<file path="src/servo_cmd_regs.svh">
// register map, command codes, keys, masks and timing of the command handler
`ifndef SERVO_CMD_REGS_SVH
`define SERVO_CMD_REGS_SVH
`define OFS_CMD        8'h00
`define OFS_DATA       8'h04
`define OFS_GO         8'h08
`define OFS_REPLY      8'h0C
`define OFS_ASCII_HI   8'h10
`define OFS_ASCII_LO   8'h14
`define OFS_STATE      8'h18
`define CMD_RD_IO      8'h12
`define DN_OUT_DEV     8'h80
`define CMD_WR_DI      8'h92
`define DN_COMM_DI     8'h60
`define DN_TEST_DI     8'h00
`define CMD_DIO_EN     8'h90
`define DN_DI_DIS      8'h00
`define DN_DI_EN       8'h10
`define DN_DO_DIS      8'h03
`define DN_DO_EN       8'h13
`define CMD_TEST_SEL   8'h8B
`define DN_TEST_SEL    8'h00
`define CMD_RD_STAT    8'h00
`define DN_TEST_MODE   8'h12
`define CMD_POS_CTL    8'hA0
`define DN_POS_CTL     8'h41
`define KEY_DIO        32'h0000_1EA5
`define SEL_CANCEL     32'h0000_0000
`define SEL_JOG        32'h0000_0001
`define SEL_POS        32'h0000_0002
`define SEL_FORCED     32'h0000_0004
`define DATA_STOP      32'h5354_4F50
`define DATA_GO        32'h4730_2020
`define DATA_CLR       32'h434C_5220
`define OUT_MASK       32'h8E00_FFBF
`define IN_MASK        32'h3810_FFFF
`define STROKE_MASK    32'h0000_0006
`define COMM_LOSS_NS   500000000
`define PCLK_PERIOD_NS 5
`endif

</file>
<file path="src/servo_cmd_pkg.sv">
// types shared by the command handler
package servo_cmd_pkg;
   typedef enum logic [2:0] {
      TM_NORMAL    = 3'b000,
      TM_JOG       = 3'b001,
      TM_POS       = 3'b010,
      TM_MOTORLESS = 3'b011,
      TM_FORCED    = 3'b100
   } test_mode_t;
endpackage

</file>
<file path="src/servo_io_test_cmd_handler.sv">
// slave-station i/o and test-operation command handler behind an apb port
//
// Summary of operation
// cmd 12/80 returns output device word
// output bits 0-5 and 7 mapped
// output bits 8-15 mapped
// output bits 25, 26, 27, 31 mapped
// cmd 92/60 sets input devices
// device state equals last received word
// master resends bits it keeps on
// input bits 0-7 mapped
// input bits 8-15, 20, 27-29 mapped
// cmd 90/00,10 key disables/enables inputs
// disabled inputs read off, 0 V, no pulses
// forced stop, stroke ends never disabled
// cmd 90/03,13 key disables/enables outputs
// cmd 92/00 sets test input devices
// 0.5 s silence in test stops motor
// master keeps polling during test
// test entry while running coasts motor
// cmd 8B/00 selects jog, positioning, forced
// cmd 00/12 returns test mode code
// cmd 8B/00 data 0000 cancels test
// A0/41 STOP pauses positioning
// G0 restarts, CLR clears remaining distance
// replies also as hex characters
// unassigned bits read zero, writes ignored
// wrong key leaves state unchanged
`timescale 1ns/100ps
`include "servo_cmd_regs.svh"

module servo_io_test_cmd_handler #(
   parameter int unsigned COMM_LOSS_CYC =
      `COMM_LOSS_NS / `PCLK_PERIOD_NS
) (
   input  wire logic        pclk,              // apb clock, 200 MHz
   input  wire logic        presetn,           // async reset, low
   input  wire logic [7:0]  paddr,             // apb byte address
   input  wire logic        psel,              // apb select
   input  wire logic        penable,           // apb access phase
   input  wire logic        pwrite,            // apb write
   input  wire logic [31:0] pwdata,            // apb write data
   input  wire logic [3:0]  pstrb,             // apb byte strobes
   output logic      [31:0] prdata,            // apb read data
   output logic             pready,            // apb ready
   output logic             pslverr,           // apb error
   input  wire logic [31:0] out_dev_in,        // raw output devices
   input  wire logic [31:0] ext_di_in,         // external input pins
   input  wire logic        forced_stop_two_in,// forced stop input
   input  wire logic        motor_running,     // motor not at rest
   output logic      [31:0] di_eff,            // effective inputs
   output logic             forced_stop_two_out,// forced stop to core
   output logic             analog_zero,       // analog inputs as 0 V
   output logic             pulse_inhibit,     // pulse train ignored
   output logic      [31:0] do_out,            // output devices
   output logic             base_shutoff,      // power stage off
   output logic             decel_stop,        // decelerate to stop
   output logic             servo_lock,        // hold position
   output logic             pos_pause,         // positioning paused
   output logic             pos_restart,       // restart pulse
   output logic             pos_clear,         // clear distance pulse
   output servo_cmd_pkg::test_mode_t test_mode_out // current test mode
);
   import servo_cmd_pkg::*;

   localparam int unsigned CW = $clog2(COMM_LOSS_CYC + 1);

   logic [15:0] cmd_reg;
   logic [31:0] data_reg;
   logic [31:0] reply_reg;
   logic [31:0] comm_di_reg;
   logic [31:0] test_di_reg;
   logic        di_dis_reg;
   logic        do_dis_reg;
   logic        bad_cmd_reg;
   test_mode_t  mode_reg;
   logic        base_off_reg;
   logic        lost_reg;
   logic        pause_reg;
   logic        restart_reg;
   logic        clear_reg;
   logic [CW-1:0] idle_cnt_reg;
   logic [31:0] prdata_reg;
   logic [63:0] ascii;
   logic [31:0] src_di;
   logic        wr_acc;
   logic        rd_setup;
   logic        exec;
   logic [7:0]  op;
   logic [7:0]  dn;
   logic        mapped;
   logic        known;

   assign op     = cmd_reg[15:8];
   assign dn     = cmd_reg[7:0];
   assign wr_acc = psel & penable & pwrite;
   // register read data one cycle early so it is a flop in access
   assign rd_setup = psel & ~penable & ~pwrite;
   assign exec   = wr_acc & (paddr == `OFS_GO);

   always_comb begin
      mapped = 1'b1;
      case (paddr)
         `OFS_CMD, `OFS_DATA, `OFS_GO, `OFS_REPLY,
         `OFS_ASCII_HI, `OFS_ASCII_LO, `OFS_STATE: mapped = 1'b1;
         default: mapped = 1'b0;
      endcase
   end

   // zero wait states; unmapped addresses answer with an error
   assign pready  = 1'b1;
   assign pslverr = psel & penable & ~mapped;
   assign prdata  = prdata_reg;

   always_comb begin
      known = 1'b0;
      case (op)
         `CMD_RD_IO:    known = (dn == `DN_OUT_DEV);
         `CMD_WR_DI:    known = (dn == `DN_COMM_DI) |
                                (dn == `DN_TEST_DI);
         `CMD_DIO_EN:   known = (dn == `DN_DI_DIS) | (dn == `DN_DI_EN) |
                                (dn == `DN_DO_DIS) | (dn == `DN_DO_EN);
         `CMD_TEST_SEL: known = (dn == `DN_TEST_SEL);
         `CMD_RD_STAT:  known = (dn == `DN_TEST_MODE);
         `CMD_POS_CTL:  known = (dn == `DN_POS_CTL);
         default:       known = 1'b0;
      endcase
   end

   // command code and data number, byte strobed
   always_ff @(posedge pclk or negedge presetn) begin
      if (!presetn) begin
         cmd_reg <= 16'h0000;
      end else if (wr_acc && paddr == `OFS_CMD) begin
         if (pstrb[0]) cmd_reg[7:0] <= pwdata[7:0];
         if (pstrb[1]) cmd_reg[15:8] <= pwdata[15:8];
      end
   end

   genvar b;
   generate
      for (b = 0; b < 4; b++) begin : g_data
         always_ff @(posedge pclk or negedge presetn) begin
            if (!presetn) begin
               data_reg[8*b+7:8*b] <= 8'h00;
            end else if (wr_acc && paddr == `OFS_DATA && pstrb[b]) begin
               data_reg[8*b+7:8*b] <= pwdata[8*b+7:8*b];
            end
         end
      end
   endgenerate

   // reply word for the read commands
   always_ff @(posedge pclk or negedge presetn) begin
      if (!presetn) begin
         reply_reg <= 32'h0000_0000;
      end else if (exec) begin
         if (op == `CMD_RD_IO && dn == `DN_OUT_DEV) begin
            // output word reply
            // unassigned bits zero
            reply_reg <= do_out;
         end else if (op == `CMD_RD_STAT && dn == `DN_TEST_MODE) begin
            // test mode code
            reply_reg <= {29'h0000_0000, mode_reg};
         end
      end
   end

   // reply as hex characters
   genvar n;
   generate
      for (n = 0; n < 8; n++) begin : g_hex
         logic [3:0] nib;
         assign nib = reply_reg[4*n+3:4*n];
         assign ascii[8*n+7:8*n] = (nib < 4'hA) ?
            (8'h30 + {4'h0, nib}) : (8'h37 + {4'h0, nib});
      end
   endgenerate

   always_ff @(posedge pclk or negedge presetn) begin
      if (!presetn) begin
         bad_cmd_reg <= 1'b0;
      end else if (exec) begin
         bad_cmd_reg <= ~known;
      end
   end

   // communicated and test input words
   always_ff @(posedge pclk or negedge presetn) begin
      if (!presetn) begin
         comm_di_reg <= 32'h0000_0000;
         test_di_reg <= 32'h0000_0000;
      end else if (exec && op == `CMD_WR_DI) begin
         // write input word
         // whole word replaced
         // unassigned bits dropped
         if (dn == `DN_COMM_DI)
            comm_di_reg <= data_reg & `IN_MASK;
         // test input word
         if (dn == `DN_TEST_DI)
            test_di_reg <= data_reg & `IN_MASK;
      end
   end

   // input and output disable flags
   always_ff @(posedge pclk or negedge presetn) begin
      if (!presetn) begin
         di_dis_reg <= 1'b0;
         do_dis_reg <= 1'b0;
      end else if (exec && op == `CMD_DIO_EN &&
                   data_reg == `KEY_DIO) begin
         // key must match
         // input disable/enable
         if (dn == `DN_DI_DIS) di_dis_reg <= 1'b1;
         if (dn == `DN_DI_EN)  di_dis_reg <= 1'b0;
         // output disable/enable
         if (dn == `DN_DO_DIS) do_dis_reg <= 1'b1;
         if (dn == `DN_DO_EN)  do_dis_reg <= 1'b0;
      end
   end

   // test mode selection
   always_ff @(posedge pclk or negedge presetn) begin
      if (!presetn) begin
         mode_reg <= TM_NORMAL;
      end else if (exec && op == `CMD_TEST_SEL &&
                   dn == `DN_TEST_SEL) begin
         // select test mode
         // 0000 cancels
         case (data_reg)
            `SEL_CANCEL: mode_reg <= TM_NORMAL;
            `SEL_JOG:    mode_reg <= TM_JOG;
            `SEL_POS:    mode_reg <= TM_POS;
            `SEL_FORCED: mode_reg <= TM_FORCED;
            default:     mode_reg <= mode_reg;
         endcase
      end
   end

   // coast on test entry
   always_ff @(posedge pclk or negedge presetn) begin
      if (!presetn) begin
         base_off_reg <= 1'b0;
      end else if (exec && op == `CMD_TEST_SEL && dn == `DN_TEST_SEL &&
                   mode_reg == TM_NORMAL && motor_running &&
                   (data_reg == `SEL_JOG || data_reg == `SEL_POS ||
                    data_reg == `SEL_FORCED)) begin
         base_off_reg <= 1'b1;
      end else if (!motor_running || mode_reg == TM_NORMAL) begin
         // released once the motor has coasted to rest or the test mode is back to normal
         base_off_reg <= 1'b0;
      end
   end

   // communication loss watchdog
   always_ff @(posedge pclk or negedge presetn) begin
      if (!presetn) begin
         idle_cnt_reg <= '0;
      end else if (exec || mode_reg == TM_NORMAL) begin
         idle_cnt_reg <= '0;
      end else if (idle_cnt_reg != CW'(COMM_LOSS_CYC)) begin
         idle_cnt_reg <= idle_cnt_reg + 1'b1;
      end
   end

   // stop and servo-lock
   always_ff @(posedge pclk or negedge presetn) begin
      if (!presetn) begin
         lost_reg <= 1'b0;
      end else if (mode_reg == TM_NORMAL) begin
         lost_reg <= 1'b0;
      end else if (idle_cnt_reg == CW'(COMM_LOSS_CYC)) begin
         // the lock holds until test mode is cancelled
         lost_reg <= 1'b1;
      end
   end

   // positioning temporary stop and restart
   always_ff @(posedge pclk or negedge presetn) begin
      if (!presetn) begin
         pause_reg   <= 1'b0;
         restart_reg <= 1'b0;
         clear_reg   <= 1'b0;
      end else begin
         restart_reg <= 1'b0;
         clear_reg   <= 1'b0;
         if (mode_reg != TM_POS) begin
            pause_reg <= 1'b0;
         end else if (exec && op == `CMD_POS_CTL && dn == `DN_POS_CTL) begin
            // stop keeps job
            if (data_reg == `DATA_STOP)
               pause_reg <= 1'b1;
            // restart or clear
            if (pause_reg && data_reg == `DATA_GO) begin
               pause_reg   <= 1'b0;
               restart_reg <= 1'b1;
            end
            if (pause_reg && data_reg == `DATA_CLR) begin
               pause_reg <= 1'b0;
               clear_reg <= 1'b1;
            end
         end
      end
   end

   // apb read data, captured in the setup phase
   always_ff @(posedge pclk or negedge presetn) begin
      if (!presetn) begin
         prdata_reg <= 32'h0000_0000;
      end else if (rd_setup) begin
         case (paddr)
            `OFS_CMD:      prdata_reg <= {16'h0000, cmd_reg};
            `OFS_DATA:     prdata_reg <= data_reg;
            `OFS_GO:       prdata_reg <= {31'h0000_0000, bad_cmd_reg};
            `OFS_REPLY:    prdata_reg <= reply_reg;
            `OFS_ASCII_HI: prdata_reg <= ascii[63:32];
            `OFS_ASCII_LO: prdata_reg <= ascii[31:0];
            `OFS_STATE:    prdata_reg <= {22'h00_0000, mode_reg,
                                          pause_reg, lost_reg,
                                          base_off_reg, do_dis_reg,
                                          di_dis_reg, 2'b00};
            default:       prdata_reg <= 32'h0000_0000;
         endcase
      end
   end

   // test word replaces the communicated word while testing
   assign src_di = (mode_reg == TM_NORMAL) ? comm_di_reg : test_di_reg;

   always_comb begin
      if (di_dis_reg) begin
         // disabled inputs off
         // stroke ends still live
         di_eff = ext_di_in & `STROKE_MASK;
      end else begin
         // input layout
         // upper input layout
         di_eff = (ext_di_in | src_di) & `IN_MASK;
      end
   end

   // forced stop passthrough
   assign forced_stop_two_out = forced_stop_two_in;
   // analog and pulse disable
   assign analog_zero   = di_dis_reg;
   assign pulse_inhibit = di_dis_reg;

   // lower output bits
   // middle output bits
   // upper output bits
   // disabled outputs off
   assign do_out = do_dis_reg ? 32'h0000_0000 : (out_dev_in & `OUT_MASK);

   assign base_shutoff  = base_off_reg;
   assign decel_stop    = lost_reg | pause_reg;
   assign servo_lock    = lost_reg;
   assign pos_pause     = pause_reg;
   assign pos_restart   = restart_reg;
   assign pos_clear     = clear_reg;
   assign test_mode_out = mode_reg;
endmodule

</file>
<file path="config.mk">
export PLATFORM = sky130hd
export DESIGN_NAME = servo_io_test_cmd_handler
export DESIGN_NICKNAME = d
export VERILOG_FILES = /design/src/servo_cmd_pkg.sv /design/src/servo_io_test_cmd_handler.sv
export VERILOG_INCLUDE_DIRS = /design/src
export SDC_FILE = /design/constraint.sdc
export NUM_CORES = 1
export LEC_CHECK = 0
export BUFFER_PORTS_ARGS = -buffer_cell sky130_fd_sc_hd__clkbuf_2
export CAP_MARGIN = 25
export CORE_AREA = 2 2 138 194
export CTS_BUF_LIST = sky130_fd_sc_hd__clkbuf_16
export DETAILED_ROUTE_END_ITERATION = 10
export DIE_AREA = 0 0 140 196
export GPL_TIMING_DRIVEN = 1
export PLACE_DENSITY = 0.66
export REMOVE_ABC_BUFFERS = 1
export SLEW_MARGIN = 20
export SYNTH_ARGS = -nofsm -noshare
export SYNTH_HDL_FRONTEND = slang
export SYNTH_SLANG_ARGS = --single-unit
export TNS_END_PERCENT = 20
</file>
<file path="constraint.sdc">
create_clock -name pclk -period 7 [get_ports pclk]
set_input_delay 0.7 -clock pclk [delete_from_list [all_inputs] [get_ports pclk]]
set_output_delay 0.7 -clock pclk [all_outputs]
set_load 0.01 [all_outputs]
</file>
== Word level (Yosys, flattened, before mapping) ==
Cells that the tools add are included.
Cells by class
  bitwise logic cells: 16
  order comparisons: 8
  reduce and logical (&&, ||, !) cells: 49
  multiplexer cells: 38
  add/subtract/negate cells: 17
  eq/ne operators: 28
Operators with widths (count)
  $pmux W32 S7: 1
  $add A6 B4 Y7 const A: 16
  $eq A32 B31 Y1 const B: 3
  $mux W32: 3
  $mux W30: 2
  $eq A8 B5 Y1 const B: 7
  $mux W7: 8
  $mux W27: 2
  $eq A8 B8 Y1 const B: 5
  $eq A32 B1 Y1 const B: 1
  $eq A32 B13 Y1 const B: 1
  $eq A32 B2 Y1 const B: 1
  $eq A32 B3 Y1 const B: 1
  $logic_not A32 Y1: 1
  $lt A4 B4 Y1 const B: 8
  $or A30 B30 Y30: 1
  $add A27 B1 Y27 const B: 1
  $eq A27 B27 Y1 const B: 1
  $ne A27 B27 Y1 const B: 1
  $logic_not A8 Y1: 3
  $logic_and A1 B1 Y1: 20
  $mux W1: 20
  $reduce_and A2 Y1: 9
  $eq A8 B4 Y1 const B: 2
  other kinds (15): 38
Storage, ports and cells
  bits of input ports: 115
  logic and storage cells: 176
  register bits: 190
  output and inout bits: 110

== Depth between registers and ports, before layout ==
Gate-level depths: netlist of the first run.
  depth after elaboration: 9
  gate-level depth with buffers: 9
  gate-level depth less buffers: 8

== Worst setup path before layout of the first run ==
Ideal clock, no wire load.
  path kind: input -> register
  from: input port paddr[4]
  to: register mode_reg[0] (netlist: test_mode_out[0])
  slack: 4.206 ns
  arrival time: 2.718 ns
  data required time: 6.924 ns
  library setup time: 0.076 ns
  path buffers: 1
  stages: 6
  cell sequence: clkbuf_1 > nor4_2 > nand4_1 > or4_4 > or4_4 > o21ai_1
On the way
  longest elaborated chain between the ends: 5
Ends and longest elaborated chain
  from (decl): line servo_io_test_cmd_handler.sv:38  | input wire logic [7:0] paddr,
  $eq A8 B4 Y1
  $and A1 B1 Y1: line servo_io_test_cmd_handler.sv:99  | assign exec = wr_acc & (paddr == `OFS_GO);
  $logic_and A1 B1 Y1 (no line) (2 in series)
  $reduce_and A2 Y1 (no line)
  to (signal assigned): line servo_io_test_cmd_handler.sv:235  | default: mode_reg <= mode_reg;
  to (decl): line servo_io_test_cmd_handler.sv:76  | test_mode_t mode_reg;
No other way between the ends.
A chain may end at the register's enable or synchronous reset.

== Final worst setup path of the first run ==
  from: register mode_reg[1] (netlist: test_mode_out[1])
  to: output port di_eff[27]
On the way
  longest elaborated chain between the ends: 4
Ends and longest elaborated chain
  $logic_not A3 Y1: line servo_io_test_cmd_handler.sv:328  | assign src_di = (mode_reg == TM_NORMAL) ? comm_di_reg : test_di_reg;
  $mux W30: line servo_io_test_cmd_handler.sv:328
  $or A30 B30 Y30: line servo_io_test_cmd_handler.sv:338  | di_eff = (ext_di_in | src_di) & `IN_MASK;
  $mux W30: line servo_io_test_cmd_handler.sv:331  | if (di_dis_reg) begin
  to (decl): line servo_io_test_cmd_handler.sv:51  | output logic [31:0] di_eff,
No other way between the ends.

==> out/qor.csv, run 1 <==
stage;metric;value;unit
outcome;run status;finished, violations left;
outcome;violated checks;design-rule violations;
synthesis;most common library cells after synthesis;dfrtp_1, mux2_2, nor2_1;
routing;Initial DRC Count;591;
critical_path;Bufs and invs on worst path;2;
clocking;CTS Hold Bufs;0;
clocking;H-tree depth;4;
timing;Worst-Margin Slew;1010;ps
synthesis;Syn Std Cell Area;9350;µm²
synthesis;Synthesis Warnings;0;
pwr;power density cells;183;nW/µm²
clocking;post-CTS setup buffer count;0;
synthesis;Post-synth EDFFs;0;
synthesis;sequential fraction of the synthesis area;47.4;%
job;Max-cap violations;0;
placement;# port buffers;171;
min_path;Hold Crit Class;input pin to asynchronous set/reset pin;
routing;Wirelength per Cell;19.2;µm
placement;Cells after DPL;1364;
synthesis;synth unique cells;59;
critical_path;crit end category;output port;
synthesis;Mapped Cells;913;
floorplanning;Core Rows;70;
pwr;share of total power in combinational logic;4.4;%
critical_path;CP cell instances;nor3_2 -> buf_4 -> nor2b_1 -> a211oi_1 -> nor2_1 -> clkbuf_2;
timing;Fmax;0.295;GHz
clocking;CTS max path bufs;2;
finish;Area Growth Syn to Fin;17.9;%
synthesis;count leader, synth;dfrtp_1;
synthesis;number of synthesized register bits;177;
clocking;CTS sink cnt;177;
global_routing;pin count of the biggest net entering global routing;105;
floorplanning;Core ar.;25800;µm²
floorplanning;die height;196;µm
timing;Period minus WS final;3390;ps
timing;Fin. Hold Viols;0;
timing;fin crit share;48.4;%
placement;post-DP HPWL;19700;µm
critical_path;startpoint class of the critical path;flip-flop;
global_routing;first-pass GRT wire length;42100;µm
routing;final WL;26900;µm
pwr;Int Power;0.00155;W
pwr;maximum VDD drop;170;µV
routing;Via Count;7621;
global_routing;Total GRT Usage;19.9;%
clocking;post-cts resize count;0;
timing;skew final;10.3;ps
clocking;Num CTS Buffers;17;
pwr;part of the power in registers;51.2;%
floorplanning;io pins;225;
pwr;clock power share;44.5;%
synthesis;Top FF cell, synth;dfrtp_1;
timing;relative slew slack;32.2;%
global_routing;grt ovf;0;
placement;GPL Wtd Cong;0.884;
routing;TritonRoute pass-1 iters;8;
floorplanning;Starting Density;36.2;%
finish;fin cells;1401;
clocking;Worst-path clk slew;70;ps
critical_path;largest stage delay on the critical path;670;ps
clocking;Root Driver;clkbuf_16;
timing;RSZ-0062 raised after global routing;false;
synthesis;largest cells by area after synthesis;dfrtp_1, mux2_2, nor2b_1, nor2_1, buf_4;
pwr;Leakage Power;5.21;nW
synthesis;ys async rst share;100;%
clocking;CTS tree;done;
finish;fill count;2505;
timing;Slew Limit Fails;0;
synthesis;post-synth top area cell;dfrtp_1;
routing;antenna-violating nets left;0;
routing;vias per std cell;5.44;
critical_path;CP top delay family;simple AND/OR/NAND/NOR gates;
global_routing;initial antenna violation count;1;
floorplanning;full die area;27400;µm²
critical_path;crit path DAT;2690;ps
synthesis;post-synth top area share;47.4;%
pwr;switch share;23.2;%
clocking;Worst-Skew Late Latency;440;ps
timing;endpoints failing setup;0;
timing;Final TNS setup;0;ps
floorplanning;chip width;140;µm
synthesis;Synth Area per Inst;10.2;µm²
routing;Remaining DRCs;13;
finish;# nets final;1186;
critical_path;CP Data Required Time;6300;ps
pwr;NetSw;0.000467;W
critical_path;maximum fanout along the worst path;34;
global_routing;vias in the first global route;7393;
critical_path;Crit Path Category;flip-flop to output port;
finish;layout cell share with drive strength beyond 1;29.8;%
critical_path;Crit-path slowest cell;nor3_2;
==> metrics by stage <==
stage	setup WS (ps)	hold slack (ps)	power, W	instance area [µm²]	utilization [%]
floorplan	3040	404	0.00108	9040	-
global placement	3750	462	0.00113	10400	40.2
detailed placement	3690	469	0.00114	10400	40.2
CTS	3500	399	0.00203	10900	42.3
global route	3390	118	0.00209	11000	42.7
finish	3610	118	0.00201	11000	42.7
==> final timing paths <==
path | start | to | slack [ps] | cells after the start
setup / recovery | test_mode_out[1] | di_eff[27] | 3610 | 6
hold / removal | presetn | idle_cnt_reg[19] | 120 | 1
setup reg to reg | data_reg[19] | test_mode_out[1] | 4190 | 5
hold reg to reg | prdata[8] | prdata[8] | 480 | 1
max in group asynchronous | presetn | comm_di_reg[14] | 6010 | 3
min in group pclk | prdata[8] | prdata[8] | 480 | 1
==> power by group through the flow <==
stage          sequential (W)  clock [W]  combinational, W
2_1_floorplan         0.00105          0         0.0000282
3_3_place_gp          0.00105          0         0.0000843
3_5_place_dp          0.00105          0         0.0000854
4_1_cts               0.00103   0.000915         0.0000856
5_1_grt               0.00103   0.000959         0.0000992
6_report              0.00103   0.000895         0.0000880
==> placed cells by master, fill, tap and decap left out, types with 10 or more instances in the layout <==
master / instances
dfrtp_1: 177
clkbuf_2: 170
mux2_2: 90
nor2_1: 74
nand2_1: 55
nor2b_1: 51
o21ai_0: 33
a21oi_1: 26
conb_1: 26
nand3_1: 24
inv_1: 23
nand4_1: 23
a211oi_1: 22
xor2_1: 18
a22o_1: 18
clkbuf_16: 17
nor3_1: 15
nor4_1: 14
mux2i_1: 13
and3_1: 13
xnor2_1: 13
a21o_1: 13
a22oi_1: 10
buf_4: 10
==> final cells by class <==
| cell class | instances | area, µm² | share of cell area, % |
|---|---|---|---|
| multi-input combinational | 659 | 4540 | 41.2 |
| sequential | 177 | 4430 | 40.2 |
| timing repair buffer | 185 | 1020 | 9.24 |
| clock buffer | 17 | 425 | 3.86 |
| tap | 324 | 405 | 3.68 |
| clock inverter | 15 | 118 | 1.07 |
| inverter | 23 | 86.3 | 0.783 |
| antenna | 1 | 2.50 | 0.0227 |
==> cells by family after synthesis <==
group | synth area share (%)
xor+xnor | 2.90
flops | 47.4
simple gates | 19.0
other cells | 0.0803
fa+ha+maj | 1.07
mux | 12.2
compound gates | 12.2
buf+inv | 5.18
==> metal layers <==
metal	part of all wire, %	wire [µm]	track usage [%]
met4	3.3	899	8.68
met2	50	13600	34.9
met3	6.5	1740	3.03
met1	40	10700	24.3
met5	0	0	0
Power figures use the tool's default switching activity.
==> run 2, diff against run 1 <==
PLACE_DENSITY = 0.68   (was 0.66)
clock period = 2.7 ns   (was 7 ns; I/O delays follow)
==> run 2 against run 1 <==
- the run still ends with design-rule violations left
- sequential share of layout area down 1.4 points
- clock skew decreased by 2.0 ps
- combinational power rose to 2.9 times the previous value
- via count up 2.6%
- critical path type is now flip-flop to flip-flop
==> out/qor.csv, run 2 (synthesized netlist as in run 1, its figures left out) <==
stage;metric;value;unit;change
global_routing;pin count of the biggest net entering global routing;72;;-31%
timing;fin crit share;98.7;%;
critical_path;R2R Path End;test_mode_out[1];;
pwr;Leakage Power;5.47;nW;+5.0%
global_routing;grt ovf;0;;unchanged
finish;Core Util, Final;44.2;%;+1.5 points
routing;Wirelength per Cell;19.3;µm;+0.54%
placement;# port buffers;171;;unchanged
job;Max-cap violations;0;;unchanged
placement;GPL Wtd Cong;0.882;;-0.22%
clocking;Num CTS Buffers;17;;unchanged
critical_path;maximum fanout along the worst path;4;;-88%
finish;layout cell share with drive strength beyond 1;32.9;%;+3.1 points
critical_path;r2r setup slk;40;ps;-4150 ps
routing;vias per std cell;5.40;;-0.77%
outcome;run status;finished, violations left;;
floorplanning;die height;196;µm;unchanged
routing;antenna-violating nets left;0;;unchanged
routing;final WL;28000;µm;+3.9%
timing;Slew Limit Fails;0;;unchanged
routing;Initial DRC Count;505;;-15%
pwr;power density cells;473;nW/µm²;+160%
clocking;CTS max path bufs;2;;unchanged
timing;relative slew slack;46.8;%;+15 points
critical_path;Worst Setup EP;test_mode_out[1];;
finish;Area Growth Syn to Fin;22.0;%;
routing;Remaining DRCs;10;;-3
finish;final instance area;11400;µm²;+3.5%
finish;n_diodes;0;;-1
clocking;Root Driver;clkbuf_16;;
clocking;Worst-path clk slew;70;ps;about the same
floorplanning;chip width;140;µm;unchanged
clocking;CTS sink cnt;177;;unchanged
critical_path;crit end category;flip-flop;;
timing;Worst-Margin Slew;798;ps;-210 ps
clocking;CTS tree;done;;
timing;endpoints failing setup;0;;unchanged
critical_path;crit path DAT;3040;ps;+350 ps
critical_path;Reg2Reg Depth;5;;unchanged
clocking;H-tree depth;4;;unchanged
routing;Via Count;7816;;+2.6%
floorplanning;full die area;27400;µm²;unchanged
finish;fill count;2490;;-0.60%
finish;commonest non-fill, non-tap cell in the layout;dfrtp_1;;
floorplanning;Core Rows;70;;unchanged
critical_path;Crit Path Category;flip-flop to flip-flop;;
timing;RSZ-0062 raised after global routing;true;;
critical_path;startpoint class of the critical path;flip-flop;;
timing;Fin. Hold Viols;0;;unchanged
global_routing;initial antenna violation count;0;;-1
floorplanning;io pins;225;;unchanged
global_routing;vias in the first global route;7721;;+4.4%
pwr;maximum VDD drop;440;µV;+160%
min_path;Hold Crit Class;input pin to flip-flop;;
floorplanning;Starting Density;36.2;%;unchanged
timing;Fmax;0.375;GHz;
floorplanning;Core ar.;25800;µm²;unchanged
placement;placed cell area;10800;µm²;+3.8%
outcome;violated checks;design-rule violations;;
finish;commonest cells after routing, fill and taps aside;dfrtp_1, clkbuf_2, mux2_2;;
critical_path;CP Data Required Time;3080;ps;-3220 ps
global_routing;first-pass GRT wire length;43500;µm;+3.5%
global_routing;Total GRT Usage;20.8;%;+0.85 points
placement;post-DP HPWL;21400;µm;+8.5%
critical_path;Critical path origin;data_reg[21];;
timing;Period minus WS final;2660;ps;
finish;# nets final;1234;;+4.0%
routing;TritonRoute pass-1 iters;8;;unchanged
clocking;Worst-Skew Late Latency;450;ps;about the same
critical_path;critical register-to-register path startpoint;data_reg[21];;
timing;skew final;8.27;ps;-2.04 ps
[run 2: changes by cell type in the layout (fill, tap and decap cells not counted), moves of 2 or more]
| cell | before | now |
|---|---|---|
| buf_16 | 2 | 0 |
| clkinv_2 | 5 | 3 |
| inv_8 | 0 | 2 |
| buf_12 | 0 | 3 |
| buf_4 | 10 | 58 |
[run 2: power breakdown]
| part | switching, W | internal [W] |
|---|---|---|
| clock | 0.00111 | 0.00137 |
| combinational | 0.000152 | 0.0000982 |
| sequential | 0.00000976 | 0.00266 |
[run 2: metal layers]
metal / global-route usage (%) / vias up / part of all wire, %
li1: - / 3660 / -
met1: 25.4 / 3807 / 40
met2: 35.8 / 293 / 51
met3: 4.05 / 56 / 5.8
met4: 8.72 / 0 / 3.2
met5: 0 / - / 0
[run 2: timing repair]
item / in CTS / in global routing
hold buffers: 1 / 0
pin swaps: 1 / 0
gates resized for setup: 0 / 1
hold endpoints to repair: 67 / 0
buffers inserted: 0 / 3
setup endpoints to repair: 2 / 4
[run 2: through the flow]
| step | total power [W] | instances | hold WS, ps | setup slack, ps | TNS (ps) |
|---|---|---|---|---|---|
| after floorplan | 0.00279 | 859 | -25.6 | -1010 | -50780 |
| after detailed placement | 0.00297 | 1412 | 346 | 7.77 | 0 |
| after global placement | 0.00297 | 1412 | 345 | 31.9 | 0 |
| final | 0.00540 | 1448 | 63.3 | 35.6 | 0 |
| after global routing | 0.00558 | 1448 | 54.7 | -23.3 | -50.9 |
| after CTS | 0.00545 | 1445 | 49.6 | 0.965 | 0 |
[run 2: worst max-delay path: stages, from the launching register on]
cell	delay, ps
dfrtp_1	400
or4_1	510
or4_4	570
or4_4	500
or4_4	460
o21ai_1	150
[run 2: worst min path at each step]
stage                     startpoint                to  cells past startpoint
final                     pwdata[11]      data_reg[11]                      2
after floorplan              presetn       analog_zero                      0
after detailed placement     presetn  idle_cnt_reg[22]                      1
after CTS                 pwdata[11]      data_reg[11]                      2
after global routing       pwdata[6]       data_reg[6]                      2
after global placement       presetn  idle_cnt_reg[19]                      1
[run 2: area by class of cell]
type | instances | area [µm²] | area share [%]
tap | 324 | 405 | 3.55
clock buffer | 17 | 425 | 3.73
timing repair buffer | 233 | 1370 | 12.0
inverter | 23 | 86.3 | 0.756
sequential | 177 | 4430 | 38.8
clock inverter | 15 | 156 | 1.37
multi-input combinational | 659 | 4540 | 39.8
